<file path="config.mk">
export PLATFORM = sky130hd
export DESIGN_NAME = aec_core
export DESIGN_NICKNAME = d
export VERILOG_FILES = /design/src/core/aec_pkg.sv /design/src/core/aec_core.sv
export SDC_FILE = /design/constraint.sdc
export NUM_CORES = 1
export LEC_CHECK = 0
export BUFFER_PORTS_ARGS = -buffer_cell sky130_fd_sc_hd__buf_4
export CAP_MARGIN = 5
export CORE_AREA = 2 2 162 164
export DETAILED_ROUTE_END_ITERATION = 7
export DIE_AREA = 0 0 164 166
export PLACE_DENSITY = 0.74
export SKIP_CTS_REPAIR_TIMING = 1
export SLEW_MARGIN = 20
export SYNTH_ARGS = -nofsm -noshare
export SYNTH_HDL_FRONTEND = slang
export SYNTH_SLANG_ARGS = --single-unit
export TNS_END_PERCENT = 100
</file>
<file path="constraint.sdc">
create_clock -name clk_i -period 7.75 [get_ports clk_i]
set_input_delay 1.1625 -clock clk_i [delete_from_list [all_inputs] [get_ports clk_i]]
set_output_delay 1.1625 -clock clk_i [all_outputs]
set_load 0.02 [all_outputs]
</file>
<file path="src/core/aec_pkg.sv">
// package for the access exception capture block
package aec_pkg;
  localparam logic [7:0] ADDR_IDX         = 8'h04;
  localparam logic [7:0] DATA_IDX         = 8'h05;
  localparam logic [7:0] CTRL_IDX         = 8'h06;
  localparam logic [7:0] STAT_IDX         = 8'h07;
  localparam logic [7:0] ENV_IDX          = 8'h08;
  localparam int         CTRL_TOP_LSB     = 24;
  localparam int         CTRL_CNT_LSB     = 16;
  localparam int         CTRL_LOAD_BIT    = 15;
  localparam int         CTRL_MULTI_BIT   = 14;
  localparam int         CTRL_SET_BIT     = 13;
  localparam int         CTRL_REG_LSB     = 2;
  localparam int         CTRL_DISCARD_BIT = 1;
  localparam int         CTRL_VALID_BIT   = 0;
  localparam logic [31:0] CTRL_WMASK      = 32'hFFFF_E3FF;
  localparam logic [31:0] ZERO32          = 32'h0000_0000;
  localparam logic [4:0]  FP_MASK_RST     = 5'h1F;

  typedef enum logic [2:0] {
    AOP_ADD_S, AOP_ADD_U, AOP_SUB_S, AOP_SUB_U, AOP_MUL, AOP_DIV_S, AOP_DIV_U, AOP_FP
  } aec_op_t;

  typedef struct packed {
    logic        valid;
    logic        is_load;
    logic        multi;
    logic        load_set;
    logic [7:0]  instr_hi;
    logic [7:0]  remaining;
    logic [7:0]  reg_num;
    logic [31:0] addr;
    logic [31:0] data;
  } aec_access_t;

  typedef struct packed {
    logic        valid;
    aec_op_t     op;
    logic [31:0] a;
    logic [31:0] b;
    logic        carry_in;
    logic [31:0] divisor;
    logic        div_ovf;
    logic        mul_ovf;
    logic [4:0]  fp_exc;
  } aec_arith_t;
endpackage

</file>
<file path="src/core/aec_core.sv">
// access capture registers and arithmetic trap logic
`timescale 1ns/1ps
`default_nettype none
module aec_core (
  input  wire logic               clk_i,           // processor clock
  input  wire logic               rst_i,           // sync reset, high
  input  wire logic [31:0]        wb_adr_i,        // byte address
  input  wire logic [31:0]        wb_dat_i,        // write data
  output logic      [31:0]        wb_dat_o,        // read data
  input  wire logic               wb_cyc_i,        // cycle
  input  wire logic               wb_stb_i,        // strobe
  input  wire logic               wb_we_i,         // write enable
  input  wire logic [3:0]         wb_sel_i,        // byte lanes
  output logic                    wb_ack_o,        // acknowledge
  input  wire aec_pkg::aec_access_t acc_i,         // access being started
  input  wire logic               trap_take_i,     // interrupt or trap taken
  input  wire logic               target_write_i,  // later instr wrote reg
  input  wire logic [7:0]         target_reg_i,    // its register number
  input  wire logic               interrupt_return_i,          // interrupt return pulse
  input  wire logic [31:0]        instr_addr_i,    // arith instruction address
  input  wire aec_pkg::aec_arith_t arith_i,        // arithmetic op
  output logic                    freeze_bit_o,    // freeze state
  output logic                    restart_o,       // reissue captured access
  output logic                    range_trap_o,    // out-of-range trap pulse
  output logic                    fp_trap_o,       // fp exception trap pulse
  output logic                    dest_write_o,    // write result to dest
  output logic      [31:0]        result_o,        // add/sub result
  output logic      [31:0]        trap_instr_addr_reg_o // trapping address
);
  logic [31:0] access_address_capture;
  logic [31:0] access_data_capture;
  logic [31:0] access_control_capture;
  logic        freeze_bit;
  logic        div_overflow_mask;
  logic [4:0]  fp_mask;
  logic [4:0]  fp_trap_status;
  logic        flag_v;
  logic        flag_c;
  logic        ack;
  logic        bus_req;
  logic        bus_wr;
  logic [7:0]  idx;
  logic [31:0] wmask;
  logic [32:0] sum;
  logic        ovf_s;
  logic        carry_out;
  logic        range_hit;
  logic        is_addsub;
  logic        is_sub;
  logic [4:0]  fp_unmasked;

  assign bus_req = wb_cyc_i && wb_stb_i && !ack;
  // write lands on the edge that shows ack, while the master still holds the request
  assign bus_wr  = wb_cyc_i && wb_stb_i && wb_we_i && ack;
  assign idx     = wb_adr_i[9:2];
  assign wmask   = {{8{wb_sel_i[3]}}, {8{wb_sel_i[2]}}, {8{wb_sel_i[1]}}, {8{wb_sel_i[0]}}};

  always_ff @(posedge clk_i) begin
    if (rst_i) begin
      ack <= 1'b0;
    end else begin
      ack <= bus_req;
    end
  end
  assign wb_ack_o = ack;

  // freeze set on trap wins over software clear
  always_ff @(posedge clk_i) begin
    if (rst_i) begin
      freeze_bit <= 1'b0;
    end else if (trap_take_i) begin
      freeze_bit <= 1'b1;
    end else if (bus_wr && idx == aec_pkg::STAT_IDX && wb_sel_i[0]) begin
      freeze_bit <= wb_dat_i[0];
    end
  end
  assign freeze_bit_o = freeze_bit;

  always_ff @(posedge clk_i) begin
    if (rst_i) begin
      div_overflow_mask <= 1'b0;
      fp_mask           <= aec_pkg::FP_MASK_RST;
    end else if (bus_wr && idx == aec_pkg::ENV_IDX && wb_sel_i[0]) begin
      div_overflow_mask <= wb_dat_i[0];
      fp_mask           <= wb_dat_i[5:1];
    end
  end

  // capture refresh; hardware capture wins over a software write
  always_ff @(posedge clk_i) begin
    if (rst_i) begin
      access_address_capture <= aec_pkg::ZERO32;
    end else if (acc_i.valid && !freeze_bit) begin
      access_address_capture <= acc_i.addr;
    end else if (bus_wr && idx == aec_pkg::ADDR_IDX) begin
      access_address_capture <= (access_address_capture & ~wmask) | (wb_dat_i & wmask);
    end
  end

  always_ff @(posedge clk_i) begin
    if (rst_i) begin
      access_data_capture <= aec_pkg::ZERO32;
    end else if (acc_i.valid && !freeze_bit) begin
      // load data is left as whatever the port carries
      access_data_capture <= acc_i.data;
    end else if (bus_wr && idx == aec_pkg::DATA_IDX) begin
      access_data_capture <= (access_data_capture & ~wmask) | (wb_dat_i & wmask);
    end
  end

  always_ff @(posedge clk_i) begin
    if (rst_i) begin
      access_control_capture <= aec_pkg::ZERO32;
    end else if (acc_i.valid && !freeze_bit) begin
      access_control_capture <= {acc_i.instr_hi,
                                 acc_i.remaining,
                                 acc_i.is_load,
                                 acc_i.multi,
                                 acc_i.load_set,
                                 3'b000,
                                 acc_i.reg_num,
                                 1'b0,
                                 1'b1};
    end else if (target_write_i && !freeze_bit && access_control_capture[aec_pkg::CTRL_VALID_BIT]
                 && access_control_capture[aec_pkg::CTRL_LOAD_BIT]
                 && access_control_capture[9:2] == target_reg_i) begin
      access_control_capture[aec_pkg::CTRL_DISCARD_BIT] <= 1'b1;
    end else if (bus_wr && idx == aec_pkg::CTRL_IDX) begin
      access_control_capture <= (access_control_capture & ~(wmask & aec_pkg::CTRL_WMASK))
                              | (wb_dat_i & wmask & aec_pkg::CTRL_WMASK);
    end
  end

  // restart needs valid and not discarded
  always_ff @(posedge clk_i) begin
    if (rst_i) begin
      restart_o <= 1'b0;
    end else begin
      restart_o <= interrupt_return_i && access_control_capture[aec_pkg::CTRL_VALID_BIT]
                   && !access_control_capture[aec_pkg::CTRL_DISCARD_BIT];
    end
  end

  // arithmetic
  assign is_addsub = arith_i.op inside {aec_pkg::AOP_ADD_S, aec_pkg::AOP_ADD_U,
                                        aec_pkg::AOP_SUB_S, aec_pkg::AOP_SUB_U};
  assign is_sub    = arith_i.op inside {aec_pkg::AOP_SUB_S, aec_pkg::AOP_SUB_U};
  // subtract as a + ~b + cin, carry one means no borrow
  assign sum       = {1'b0, arith_i.a} + {1'b0, (is_sub ? ~arith_i.b : arith_i.b)}
                   + {32'h0000_0000, arith_i.carry_in};
  assign carry_out = sum[32];
  assign ovf_s     = (arith_i.a[31] == (is_sub ? ~arith_i.b[31] : arith_i.b[31]))
                   && (sum[31] != arith_i.a[31]);
  assign fp_unmasked = arith_i.fp_exc & ~fp_mask;

  always_comb begin
    range_hit = 1'b0;
    unique case (arith_i.op)
      aec_pkg::AOP_ADD_S, aec_pkg::AOP_SUB_S: range_hit = ovf_s;
      aec_pkg::AOP_ADD_U: range_hit = carry_out;
      aec_pkg::AOP_SUB_U: range_hit = !carry_out;
      aec_pkg::AOP_MUL:   range_hit = arith_i.mul_ovf;
      aec_pkg::AOP_DIV_S, aec_pkg::AOP_DIV_U:
        range_hit = (arith_i.divisor == aec_pkg::ZERO32)
                  || (arith_i.div_ovf && !div_overflow_mask);
      aec_pkg::AOP_FP:    range_hit = 1'b0;
    endcase
  end

  always_ff @(posedge clk_i) begin
    if (rst_i) begin
      range_trap_o <= 1'b0;
      fp_trap_o    <= 1'b0;
      dest_write_o <= 1'b0;
      result_o     <= aec_pkg::ZERO32;
    end else begin
      range_trap_o <= arith_i.valid && range_hit;
      fp_trap_o    <= arith_i.valid && arith_i.op == aec_pkg::AOP_FP && |fp_unmasked;
      // add/sub write even when trapping; mul/div/fp suppress on trap
      dest_write_o <= arith_i.valid && (is_addsub || !range_hit)
                      && !(arith_i.op == aec_pkg::AOP_FP && |fp_unmasked);
      if (arith_i.valid && is_addsub) begin
        result_o <= sum[31:0];
      end
    end
  end

  always_ff @(posedge clk_i) begin
    if (rst_i) begin
      trap_instr_addr_reg_o <= aec_pkg::ZERO32;
    end else if (arith_i.valid && (range_hit || (arith_i.op == aec_pkg::AOP_FP && |fp_unmasked))) begin
      trap_instr_addr_reg_o <= instr_addr_i;
    end
  end

  // alu flags from every valid add/sub, trapping or not; multiply leaves them
  always_ff @(posedge clk_i) begin
    if (rst_i) begin
      flag_v <= 1'b0;
      flag_c <= 1'b0;
    end else if (arith_i.valid && is_addsub) begin
      flag_v <= ovf_s;
      flag_c <= carry_out;
    end
  end

  always_ff @(posedge clk_i) begin
    if (rst_i) begin
      fp_trap_status <= 5'h00;
    end else if (arith_i.valid && arith_i.op == aec_pkg::AOP_FP && |fp_unmasked) begin
      fp_trap_status <= arith_i.fp_exc;
    end
  end

  always_ff @(posedge clk_i) begin
    if (rst_i) begin
      wb_dat_o <= aec_pkg::ZERO32;
    end else if (bus_req && !wb_we_i) begin
      unique case (idx)
        aec_pkg::ADDR_IDX: wb_dat_o <= access_address_capture;
        aec_pkg::DATA_IDX: wb_dat_o <= access_data_capture;
        aec_pkg::CTRL_IDX: wb_dat_o <= access_control_capture;
        aec_pkg::STAT_IDX: wb_dat_o <= {20'h0_0000, fp_trap_status, flag_c, flag_v, 4'h0, freeze_bit};
        aec_pkg::ENV_IDX:  wb_dat_o <= {26'h000_0000, fp_mask, div_overflow_mask};
        default:           wb_dat_o <= aec_pkg::ZERO32;
      endcase
    end
  end

  // assertions on the capture registers
  property p_frozen_hold;
    @(posedge clk_i) disable iff (rst_i)
      freeze_bit && !(bus_wr && idx == aec_pkg::ADDR_IDX) |=> $stable(access_address_capture);
  endproperty
  a_frozen_hold: assert property (p_frozen_hold) else $error("address changed while frozen");

  property p_capture;
    @(posedge clk_i) disable iff (rst_i)
      acc_i.valid && !freeze_bit |=> access_address_capture == $past(acc_i.addr)
        && access_control_capture[aec_pkg::CTRL_VALID_BIT];
  endproperty
  a_capture: assert property (p_capture) else $error("capture missed");

  property p_store_data;
    @(posedge clk_i) disable iff (rst_i)
      acc_i.valid && !acc_i.is_load && !freeze_bit |=> access_data_capture == $past(acc_i.data);
  endproperty
  a_store_data: assert property (p_store_data) else $error("store data not captured");

  property p_ctrl_fields;
    @(posedge clk_i) disable iff (rst_i)
      acc_i.valid && !freeze_bit |=>
        access_control_capture[31:16] == {$past(acc_i.instr_hi), $past(acc_i.remaining)}
        && access_control_capture[aec_pkg::CTRL_LOAD_BIT] == $past(acc_i.is_load);
  endproperty
  a_ctrl_fields: assert property (p_ctrl_fields) else $error("control fields not captured");

  property p_reserved;
    @(posedge clk_i) disable iff (rst_i)
      access_control_capture[12:10] == 3'h0;
  endproperty
  a_reserved: assert property (p_reserved) else $error("reserved bits set");

  property p_discard;
    @(posedge clk_i) disable iff (rst_i)
      target_write_i && !freeze_bit && !acc_i.valid && access_control_capture[aec_pkg::CTRL_VALID_BIT]
        && access_control_capture[aec_pkg::CTRL_LOAD_BIT] && access_control_capture[9:2] == target_reg_i
        |=> access_control_capture[aec_pkg::CTRL_DISCARD_BIT];
  endproperty
  a_discard: assert property (p_discard) else $error("discard bit not set");

  property p_restart;
    @(posedge clk_i) disable iff (rst_i)
      restart_o |-> $past(access_control_capture[aec_pkg::CTRL_VALID_BIT])
        && !$past(access_control_capture[aec_pkg::CTRL_DISCARD_BIT]);
  endproperty
  a_restart: assert property (p_restart) else $error("bad restart");

  property p_reissue;
    @(posedge clk_i) disable iff (rst_i)
      interrupt_return_i && access_control_capture[aec_pkg::CTRL_VALID_BIT]
        && !access_control_capture[aec_pkg::CTRL_DISCARD_BIT] |=> restart_o;
  endproperty
  a_reissue: assert property (p_reissue) else $error("restart missing");

  // assertions on the arithmetic traps
  property p_add_signed;
    @(posedge clk_i) disable iff (rst_i)
      arith_i.valid && arith_i.op == aec_pkg::AOP_ADD_S && arith_i.a[31] == arith_i.b[31]
        && sum[31] != arith_i.a[31] |=> range_trap_o && dest_write_o && flag_v;
  endproperty
  a_add_signed: assert property (p_add_signed) else $error("signed add overflow");

  property p_addu;
    @(posedge clk_i) disable iff (rst_i)
      arith_i.valid && arith_i.op == aec_pkg::AOP_ADD_U && carry_out
        |=> range_trap_o && dest_write_o && flag_c;
  endproperty
  a_addu: assert property (p_addu) else $error("unsigned add overflow");

  property p_subu;
    @(posedge clk_i) disable iff (rst_i)
      arith_i.valid && arith_i.op == aec_pkg::AOP_SUB_U && !carry_out
        |=> range_trap_o && dest_write_o && !flag_c;
  endproperty
  a_subu: assert property (p_subu) else $error("unsigned sub underflow");

  property p_zero_div;
    @(posedge clk_i) disable iff (rst_i)
      arith_i.valid && arith_i.op inside {aec_pkg::AOP_DIV_S, aec_pkg::AOP_DIV_U}
        && arith_i.divisor == aec_pkg::ZERO32 |=> range_trap_o && !dest_write_o;
  endproperty
  a_zero_div: assert property (p_zero_div) else $error("zero divide not trapped");

  property p_div_masked;
    @(posedge clk_i) disable iff (rst_i)
      arith_i.valid && arith_i.op inside {aec_pkg::AOP_DIV_S, aec_pkg::AOP_DIV_U}
        && arith_i.divisor != aec_pkg::ZERO32 && div_overflow_mask |=> !range_trap_o;
  endproperty
  a_div_masked: assert property (p_div_masked) else $error("masked divide trapped");

  property p_mul_trap;
    @(posedge clk_i) disable iff (rst_i)
      arith_i.valid && arith_i.op == aec_pkg::AOP_MUL && arith_i.mul_ovf |=> range_trap_o && !dest_write_o;
  endproperty
  a_mul_trap: assert property (p_mul_trap) else $error("multiply trap wrote destination");

  property p_mul;
    @(posedge clk_i) disable iff (rst_i)
      arith_i.valid && arith_i.op == aec_pkg::AOP_MUL |=> $stable(flag_v) && $stable(flag_c);
  endproperty
  a_mul: assert property (p_mul) else $error("multiply touched flags");

  property p_trap_addr;
    @(posedge clk_i) disable iff (rst_i)
      arith_i.valid && range_hit |=> trap_instr_addr_reg_o == $past(instr_addr_i);
  endproperty
  a_trap_addr: assert property (p_trap_addr) else $error("trap address not kept");

  property p_fp_masked;
    @(posedge clk_i) disable iff (rst_i)
      arith_i.valid && arith_i.op == aec_pkg::AOP_FP && fp_unmasked == 5'h00 |=> !fp_trap_o && dest_write_o;
  endproperty
  a_fp_masked: assert property (p_fp_masked) else $error("masked fp exception trapped");

  property p_fp_status;
    @(posedge clk_i) disable iff (rst_i)
      arith_i.valid && arith_i.op == aec_pkg::AOP_FP && fp_unmasked != 5'h00
        |=> fp_trap_o && fp_trap_status == $past(arith_i.fp_exc);
  endproperty
  a_fp_status: assert property (p_fp_status) else $error("fp trap status not written");

  property p_fp;
    @(posedge clk_i) disable iff (rst_i)
      fp_trap_o |-> !dest_write_o;
  endproperty
  a_fp: assert property (p_fp) else $error("fp trap wrote destination");

  c_capture: cover property (@(posedge clk_i) acc_i.valid && !freeze_bit);
  c_discard: cover property (@(posedge clk_i) access_control_capture[aec_pkg::CTRL_DISCARD_BIT]);
  c_restart: cover property (@(posedge clk_i) restart_o);
  c_range:   cover property (@(posedge clk_i) range_trap_o);
  c_fp:      cover property (@(posedge clk_i) fp_trap_o);
endmodule
`default_nettype wire

</file>
Yosys cells after proc, flatten, opt, wreduce, memory -nomap -nowiden
Cells that the tools add are included.
{ "totals": {"ff_bits": 211, "latch_bits": 0, "ram_bits": 0, "mem_bits_ro": 0, "in_bits": 316, "memories": 0} }
{ "classes": {"add_sub_neg": 2, "n_mul": 0, "div": 0, "n_lt_le_gt_ge": 0, "eq_ne": 16, "shift": 0, "mux": 15, "bitwise_logic": 14, "reduce_logical": 55} }
{ "op_table": {"columns": ["cell", "count"], "rows": [
  ["$mux W32", 7],
  ["$pmux W32 S5", 1],
  ["$and A32 B32 Y32", 4],
  ["$not A32 Y32", 3],
  ["$or A32 B32 Y32", 3],
  ["$add A32 B32 Y33", 1],
  ["$add A33 B1 Y33", 1],
  ["$eq A8 B3 Y1 const B", 4],
  ["$logic_not A32 Y1", 1],
  ["$mux W30", 1],
  ["$logic_and A1 B1 Y1", 29],
  ["$eq A3 B3 Y1 const B", 4],
  ["$reduce_bool A2 Y1", 6],
  ["$eq A8 B4 Y1 const B", 1],
  ["$eq A8 B8 Y1", 1],
  ["$logic_not A1 Y1", 8],
  ["$eq A3 B2 Y1 const B", 2],
  ["$pmux W1 S6", 1],
  ["$reduce_or A2 Y1", 3],
  ["$and A5 B5 Y5", 1],
  ["$mux W1", 5],
  ["$not A5 Y5", 1],
  ["$reduce_or A5 Y1", 1],
  ["$reduce_and A2 Y1", 2],
  ["8 further kinds", 11]
]} }

Longest topological paths before layout
Gate-level depths: netlist (run 1).
{ "logic_depth": {"depth_word": 12, "depth_mapped": 16, "ltp_nobuf": 14} }

Worst setup path before layout (run 1)
OpenSTA, ideal clock, no wires.
{ "synth_path": {"kind": "input to register", "from": "input port arith_i[106] (netlist bit)", "to": "register trap_instr_addr_reg_o[10]", "setup_time_ns": 0.118, "arrival_time_ns": 4.302, "setup_slack_ns": 3.330, "stages": 15, "n_path_buf": 3, "cell_sequence": "nand2b_1 > clkbuf_1 > buf_1 > xnor2_1 > fa_1 > a211oi_2 > o211a_1 > o32ai_4 > o21ai_2 > nor3_2 > a31oi_2 > mux2i_2 > a31oi_4 > buf_12 > mux2i_1"} }
{ "synth_via": {"elab_chain_cells": 10} }
{ "synth_rtl": {"columns": ["item", "line", "text"], "rows": [
  ["start: declaration", "aec_core.sv:21", "input wire aec_pkg::aec_arith_t arith_i,"],
  ["$eq A3 B2 Y1", "aec_core.sv:147, aec_core.sv:158", null],
  ["$reduce_bool A2 Y1", "aec_core.sv:147", "assign is_sub = arith_i.op inside {aec_pkg::AOP_SUB_S, aec_pkg::AOP_SUB_U};"],
  ["$mux W32", "aec_core.sv:149", "assign sum = {1'b0, arith_i.a} + {1'b0, (is_sub ? ~arith_i.b : arith_i.b)}"],
  ["$add A32 B32 Y33", "aec_core.sv:149", null],
  ["$add A33 B1 Y33", "aec_core.sv:150", "+ {32'h0000_0000, arith_i.carry_in};"],
  ["$ne A1 B1 Y1", "aec_core.sv:153", "&& (sum[31] != arith_i.a[31]);"],
  ["$logic_and A1 B1 Y1", "aec_core.sv:153", null],
  ["$pmux W1 S6", "aec_core.sv:158", "unique case (arith_i.op)"],
  ["$logic_or A1 B1 Y1 (*)", "aec_core.sv:191", "end else if (arith_i.valid && (range_hit || (arith_i.op == aec_pkg::AOP_FP && |fp_unmasked))) begin"],
  ["$logic_and A1 B1 Y1 (*)", "aec_core.sv:191", null],
  ["end signal: assignment", "aec_core.sv:190", "trap_instr_addr_reg_o <= aec_pkg::ZERO32;"],
  ["end signal: assignment", "aec_core.sv:192", "trap_instr_addr_reg_o <= instr_addr_i;"],
  ["end: declaration", "aec_core.sv:28", "output logic [31:0] trap_instr_addr_reg_o"]
]} }
Mark *: on every way between the ends. The rest lies on a longest branch, timed or not.
A chain may end at the register's enable or synchronous reset.

Final worst setup path (run 1)
{ "layout_path": {"from": "input port arith_i[106] (netlist bit)", "to": "register trap_instr_addr_reg_o[1]"} }
The elaborated chain is that of the path after synthesis.

==> results of run 1 <==
[per-layer routing]
metal	wire [microns]	GRT usage, %
met1	15700	34.0
met2	18500	46.8
met4	1300	9.31
met5	0	0
met3	3160	4.12
[final timing paths]
kind,startpoint,end,slack (ns),cells past startpoint
setup / recovery,arith_i[106],trap_instr_addr_reg_o[1]$_SDFFE_PP0P_,3.24,15
hold / removal,result_o[4]$_SDFFE_PP0P_,result_o[4]$_SDFFE_PP0P_,0.45,2
setup reg to reg,freeze_bit_o$_SDFFE_PP0P_,flip-flop,4.67,5
hold reg to reg,result_o[4]$_SDFFE_PP0P_,result_o[4]$_SDFFE_PP0P_,0.45,2
[power by group]
group | leakage [uW] | internal (uW) | switching (uW)
combinational | 0.00427 | 343 | 403
clock | 0.000373 | 643 | 444
sequential | 0.00170 | 1140 | 40.9
total | 0.00634 | 2130 | 888
[stage by stage]
| stage | cells | power, uW | instance area (sq um) | hold WS, ns |
|---|---|---|---|---|
| final | 2029 | 3010 | 15200 | 0.450 |
| after global routing | 2029 | 3150 | 15200 | 0.470 |
| after CTS | 2029 | 3030 | 15200 | 0.454 |
| after detailed placement | 1988 | 1940 | 14500 | 0.445 |
| after global placement | 1988 | 1930 | 14500 | 0.440 |
| after floorplan | 1347 | 1660 | 11400 | 0.421 |
[cell type report]
class	count	area (sq um)	area share [%]
inverters	21	78.8	0.518
well taps	335	419	2.76
repair buffers	405	3040	20.0
multi-input cells	1019	6750	44.4
flip-flops and latches	208	4160	27.4
clock buffers	36	727	4.78
clock inverters	5	27.5	0.181
[synthesized netlist by cell type (all sizes together), types with 3 or more instances]
cell    count  area (sq um)
a22oi      25           188
nor2b       4          25.0
nor2      168           638
a21o       14           106
xnor2      51           447
nand3      48           240
nor4        7          50.1
or3         4          25.0
and3        4          25.0
clkbuf     77           289
o31ai       3          22.5
nand2b     72           450
nor3       14          75.1
o22ai      56           350
nor3b       3          27.5
buf        22           155
mux4        6           135
o21a       14           135
or4         4          33.8
nand3b      8          60.1
a21oi      65           348
a222oi      5          50.1
a211oi     70           531
a211o       6          52.6
nand4       8          56.3
a31oi       8          77.6
inv        21          78.8
ha         31           388
nand2     126           473
mux2i      64           644
mux2        5          56.3
o21ai      41           228
o211ai      5          37.5
dfxtp     208          4160
a311oi     33           289
xor2       14           123
[critical path: cells and delay by family]
family	cells	cell delay, ns
compound gates	6	1.31
buf+inv	3	1.09
mux	2	0.49
fa+ha+maj	1	0.40
simple gates	2	0.26
xor+xnor	1	0.13
[logic make-up after synthesis]
logic type / after synthesis
compound gates: 366
xor+xnor: 65
fa+ha+maj: 33
buf+inv: 120
flops: 208
mux: 75
simple gates: 480
==> impl_metrics.json, run 1 <==
{
  "outcome": "finished clean",
  "die_h_microns": 166,
  "worst-path-max-fanout": 32,
  "postSynthCellCount": 1347,
  "route.detailed.wl_per_inst_microns": 19.1,
  "crit_top_cell": "buf_4",
  "track_usage_pct": 27.0,
  "yosys_most_used_dff": "dfxtp_1",
  "crit_chain": "buf_4 -> nand2b_2 -> buf_4 -> xnor2_1 -> ha_1 -> a21o_1 -> a221o_2 -> a21oi_1 -> o41ai_1 -> a21oi_2 -> mux2i_1 -> nor2_1 -> a31oi_4 -> buf_4 -> mux2i_1",
  "start_util_pct": 44.6,
  "clk_pin_slew_ns": 0.06,
  "drc": 0,
  "dr.pass1.iters": 5,
  "start_kind": "input port",
  "synth_xor_area_share_pct": 4.99,
  "fin_setup_tns_ns": 0,
  "crit_type": "input port to flip-flop",
  "first_iter_violations": 925,
  "yosysSeqAreaShare_pct": 36.5,
  "nets": 2028,
  "via_count": 11600,
  "crit_required_ns": 8.16,
  "htreeDepth": 1,
  "hpwl_mm": 28.2,
  "maxCapViolCount": 0,
  "port_buffers": 393,
  "finalHoldViolCount": 0,
  "layout.cells.most_common": "buf_4",
  "power.leakage_uw": 0.00634,
  "grt_max_degree": 150,
  "synth_compound_area_share_pct": 23.1,
  "cp.arrival_ns": 4.93,
  "antennaDiodeCount": 0,
  "worst_pin_slew_ns": 1.02,
  "num_rows": 59,
  "power.density_mw_per_mm2": 198,
  "drt.antenna.violating_nets": 0,
  "fin_crit_sh_pct": 58.2,
  "drv_slew": 0,
  "numCtsBuffers": 24,
  "async_flop_share_pct": 0,
  "clock_path_buffers": 3,
  "synth-edff-count": 0,
  "grt-ovfl-total": 0,
  "final_layout_size_suffix_gt1_share_pct": 28.8,
  "synth_cell_types": 83,
  "area_delta_synth_final_pct": 33.3,
  "die-area_sq_mm": 0.0272,
  "post-place-ws_ns": 2.72,
  "gp_congestion": 0.892,
  "relSlewSlack_pct": 32.0,
  "grt_pass1_vias": 11200,
  "cts_tree": "done",
  "synthSimpleGateAreaFrac_pct": 19.8,
  "worst_ir_drop_vdd_mv": 0.131,
  "hold_class": "flip-flop to flip-flop",
  "fillers": 2363,
  "fmax_mhz": 222,
  "postLayoutSetupSlackWorst_ns": 3.24,
  "critPathMaxStageDelay_ns": 0.49,
  "layout_common_cells": "404 x buf_4, 208 x dfxtp_1, 165 x nor2_1",
  "synth.avg_cell_area_sq_um": 8.47,
  "coreArea_sq_mm": 0.0256,
  "grt_antenna_before_repair": 0,
  "io-pin-count": 418,
  "worstSkewPairLatency_ns": 0.51,
  "syn_nets": 1696,
  "critPathCaptureType": "flip-flop",
  "crit_path_top_delay_cell": "buf_4",
  "grt_pass1_wl_mm": 59.2,
  "synthMuxAreaShare_pct": 7.32,
  "vias_per_cell": 5.72,
  "finClkSkew_ns": 0.0238,
  "yosys_warnings": 0,
  "finalCoreUtilization_pct": 59.4,
  "finalWirelength_mm": 38.7,
  "synth_top_family_by_area": "compound AO/OA/AOI/OAI gates",
  "root_buffer": "clkbuf_16",
  "synth_area_sq_mm": 0.0114,
  "synth_fa_ha_area_share_pct": 3.75,
  "die_width_microns": 164,
  "ys_ff_latch": 208,
  "cts.sinks": 208,
  "setup_violations": 0,
  "rsz0062_at_grt": "no",
  "period_minus_slack_ns": 4.51
}
Note: power is estimated with default switching activity, not from simulation.
==> inputs of run 2 (changes only) <==
--- a/config.mk
+++ b/config.mk
@@ -7,10 +7,10 @@
 export LEC_CHECK = 0
 export BUFFER_PORTS_ARGS = -buffer_cell sky130_fd_sc_hd__buf_4
 export CAP_MARGIN = 5
-export CORE_AREA = 2 2 162 164
+export CORE_MARGIN = 2
+export CORE_UTILIZATION = 46
 export DETAILED_ROUTE_END_ITERATION = 7
-export DIE_AREA = 0 0 164 166
-export PLACE_DENSITY = 0.74
+export PLACE_DENSITY = 0.78
 export SKIP_CTS_REPAIR_TIMING = 1
 export SLEW_MARGIN = 20
 export SYNTH_ARGS = -nofsm -noshare
==> constraint.sdc (replaced) <==
create_clock -name clk_i -period 3.61 [get_ports clk_i]
set_input_delay 0.5415 -clock clk_i [delete_from_list [all_inputs] [get_ports clk_i]]
set_output_delay 0.5415 -clock clk_i [all_outputs]
set_load 0.02 [all_outputs]
==> impl_metrics.json, run 2 (synthesis results as in run 1) <==
{
  "nets": 2103,
  "hold_path_depth": 3,
  "switching_share_pct": 29.3,
  "critPathMaxStageDelay_ns": 0.43,
  "cp.arrival_ns": 3.80,
  "maxCapViolCount": 0,
  "timing.rr.start": "freeze_bit_o$_SDFFE_PP0P_",
  "cts_tree": "done",
  "clock_path_buffers": 3,
  "intPower_uw": 4830,
  "holdPathEnd": "freeze_bit_o$_SDFFE_PP0P_",
  "route.detailed.wl_per_inst_microns": 18.7,
  "port_buffers": 393,
  "grt_max_degree": 114,
  "pwr-share-seq_pct": 37.2,
  "layout.cells.most_common": "buf_4",
  "p_switching_uw": 2000,
  "vias_per_cell": 5.74,
  "hold_class": "input port to flip-flop",
  "start_kind": "input port",
  "finalWirelength_mm": 39.3,
  "io-pin-count": 418,
  "power.leakage_uw": 0.00676,
  "cts.sinks": 208,
  "power.density_mw_per_mm2": 430,
  "die-area_sq_mm": 0.0261,
  "reg2regPathDepth": 4,
  "via_count": 12000,
  "outcome": "finished clean",
  "worst_pin_slew_ns": 0.698,
  "clk_pin_slew_ns": 0.06,
  "crit_path_top_delay_cell": "fa_1",
  "drt.antenna.violating_nets": 0,
  "root_buffer": "clkbuf_16",
  "grt_antenna_before_repair": 2,
  "finClkSkew_ns": 0.0276,
  "start_util_pct": 46.9,
  "final_layout_size_suffix_gt1_share_pct": 32.2,
  "crit_path_start": "arith_i[106]",
  "track_usage_pct": 29.0,
  "hold_slack_ns": 0.253,
  "wl_met1_mm": 15.4,
  "rsz0062_at_grt": "no",
  "worst_ir_drop_vdd_mv": 0.313,
  "fillers": 1991,
  "power_frac_clock_pct": 37.1,
  "drc": 0,
  "setup_violations": 0,
  "dr_wl_met3_mm": 3.44,
  "crit_top_cell": "fa_1",
  "cp_num_buf_inv": 3,
  "relSlewSlack_pct": 53.4,
  "crit_type": "input port to flip-flop",
  "rrSetupSlack_ns": 1.38,
  "crit_required_ns": 4.06,
  "hp-start": "trap_take_i",
  "maxUsedRoutingLayer": "met4",
  "dr.pass1.iters": 6,
  "hpwl_mm": 29.3,
  "num_rows": 57,
  "numCtsBuffers": 24,
  "fin_crit_sh_pct": 92.8,
  "htreeDepth": 1,
  "critPathCaptureType": "flip-flop",
  "finalHoldViolCount": 0,
  "critPathTopFamily": "compound AO/OA/AOI/OAI gates",
  "worst-path-max-fanout": 30,
  "fmax_mhz": 298,
  "layout_common_cells": "475 x buf_4, 208 x dfxtp_1, 165 x nor2_1",
  "die_width_microns": 162,
  "fin_setup_tns_ns": 0,
  "gp_congestion": 0.865,
  "first_iter_violations": 1000,
  "wl_met2_mm": 19.1,
  "grt_pass1_vias": 11700,
  "coreArea_sq_mm": 0.0243,
  "grt-ovfl-total": 0,
  "worstSkewPairLatency_ns": 0.53,
  "drv_slew": 0,
  "period_minus_slack_ns": 3.35,
  "die_h_microns": 162,
  "p_comb_share_pct": 25.7,
  "area_delta_synth_final_pct": 39.3,
  "grt_pass1_wl_mm": 61.3,
  "crit_chain": "buf_4 -> nand2b_2 -> xor2_1 -> fa_1 -> inv_1 -> fa_1 -> a211oi_2 -> o211a_1 -> o32ai_4 -> o21ai_2 -> nor3_2 -> a31oi_2 -> mux2i_2 -> a31oi_4 -> buf_12 -> mux2i_1"
}
run 2: cell types whose count changed in the layout (fill, tap and decap cells not counted), moves of 2 or more:
cell       previous run  this run
clkbuf_8              6         8
buf_12                0         4
bufinv_16             0         2
clkbuf_1              5         1
diode_2               0         2
buf_4               404       475
run 2: tightest hold or removal path: cells and delay by family:
| family | cells | cell delay [ns] |
|---|---|---|
| buf+inv | 2 | 0.11 |
| compound gates | 1 | 0.10 |
run 2: worst max-delay path by stage:
stage | endpoint | cells after the start | slack (ns)
after global routing | trap_instr_addr_reg_o[12]$_SDFFE_PP0P_ | 16 | 0.10
after global placement | trap_instr_addr_reg_o[28]$_SDFFE_PP0P_ | 16 | -0.17
after detailed placement | trap_instr_addr_reg_o[28]$_SDFFE_PP0P_ | 16 | -0.23
final | trap_instr_addr_reg_o[24]$_SDFFE_PP0P_ | 16 | 0.26
after CTS | trap_instr_addr_reg_o[24]$_SDFFE_PP0P_ | 16 | 0.27
after floorplan | trap_instr_addr_reg_o[10]$_SDFFE_PP0P_ | 16 | 0.002
run 2: per-stage QoR:
step | utilization, % | area, sq um | instances | power [uW] | setup slack [ns]
after floorplan | - | 11400 | 1347 | 3560 | 0.00211
after global placement | 61.9 | 15100 | 2052 | 4290 | -0.165
after detailed placement | 61.9 | 15100 | 2052 | 4320 | -0.235
after CTS | 65.3 | 15900 | 2096 | 6850 | 0.271
after global routing | 65.3 | 15900 | 2097 | 7120 | 0.105
final | 65.4 | 15900 | 2098 | 6830 | 0.260
run 2: cell type report:
| type | count | area, sq um | share of cell area (%) |
|---|---|---|---|
| timing repair buffer | 480 | 3660 | 23.0 |
| multi-input combinational | 1019 | 6750 | 42.4 |
| sequential | 208 | 4160 | 26.2 |
| clock inverter | 11 | 125 | 0.787 |
| tap | 324 | 405 | 2.55 |
| inverter | 21 | 78.8 | 0.496 |
| antenna | 2 | 5.00 | 0.0315 |
| clock buffer | 33 | 714 | 4.49 |
run 2: power groups by stage:
| stage | Sequential (uW) | Combinational, uW | Clock, uW |
|---|---|---|---|
| 6_report | 2540 | 1760 | 2540 |
| 5_1_grt | 2550 | 1910 | 2660 |
| 4_1_cts | 2540 | 1750 | 2560 |
| 3_5_place_dp | 2580 | 1740 | 0 |
| 3_3_place_gp | 2580 | 1710 | 0 |
| 2_1_floorplan | 2640 | 921 | 0 |
run 2: per-layer routing:
| layer | up-vias | track usage, % |
|---|---|---|
| met2 | 603 | 50.4 |
| met3 | 90 | 5.96 |
| met4 | 0 | 9.78 |
| met1 | 5643 | 35.8 |
| li1 | 5703 | - |
| met5 | - | 0 |
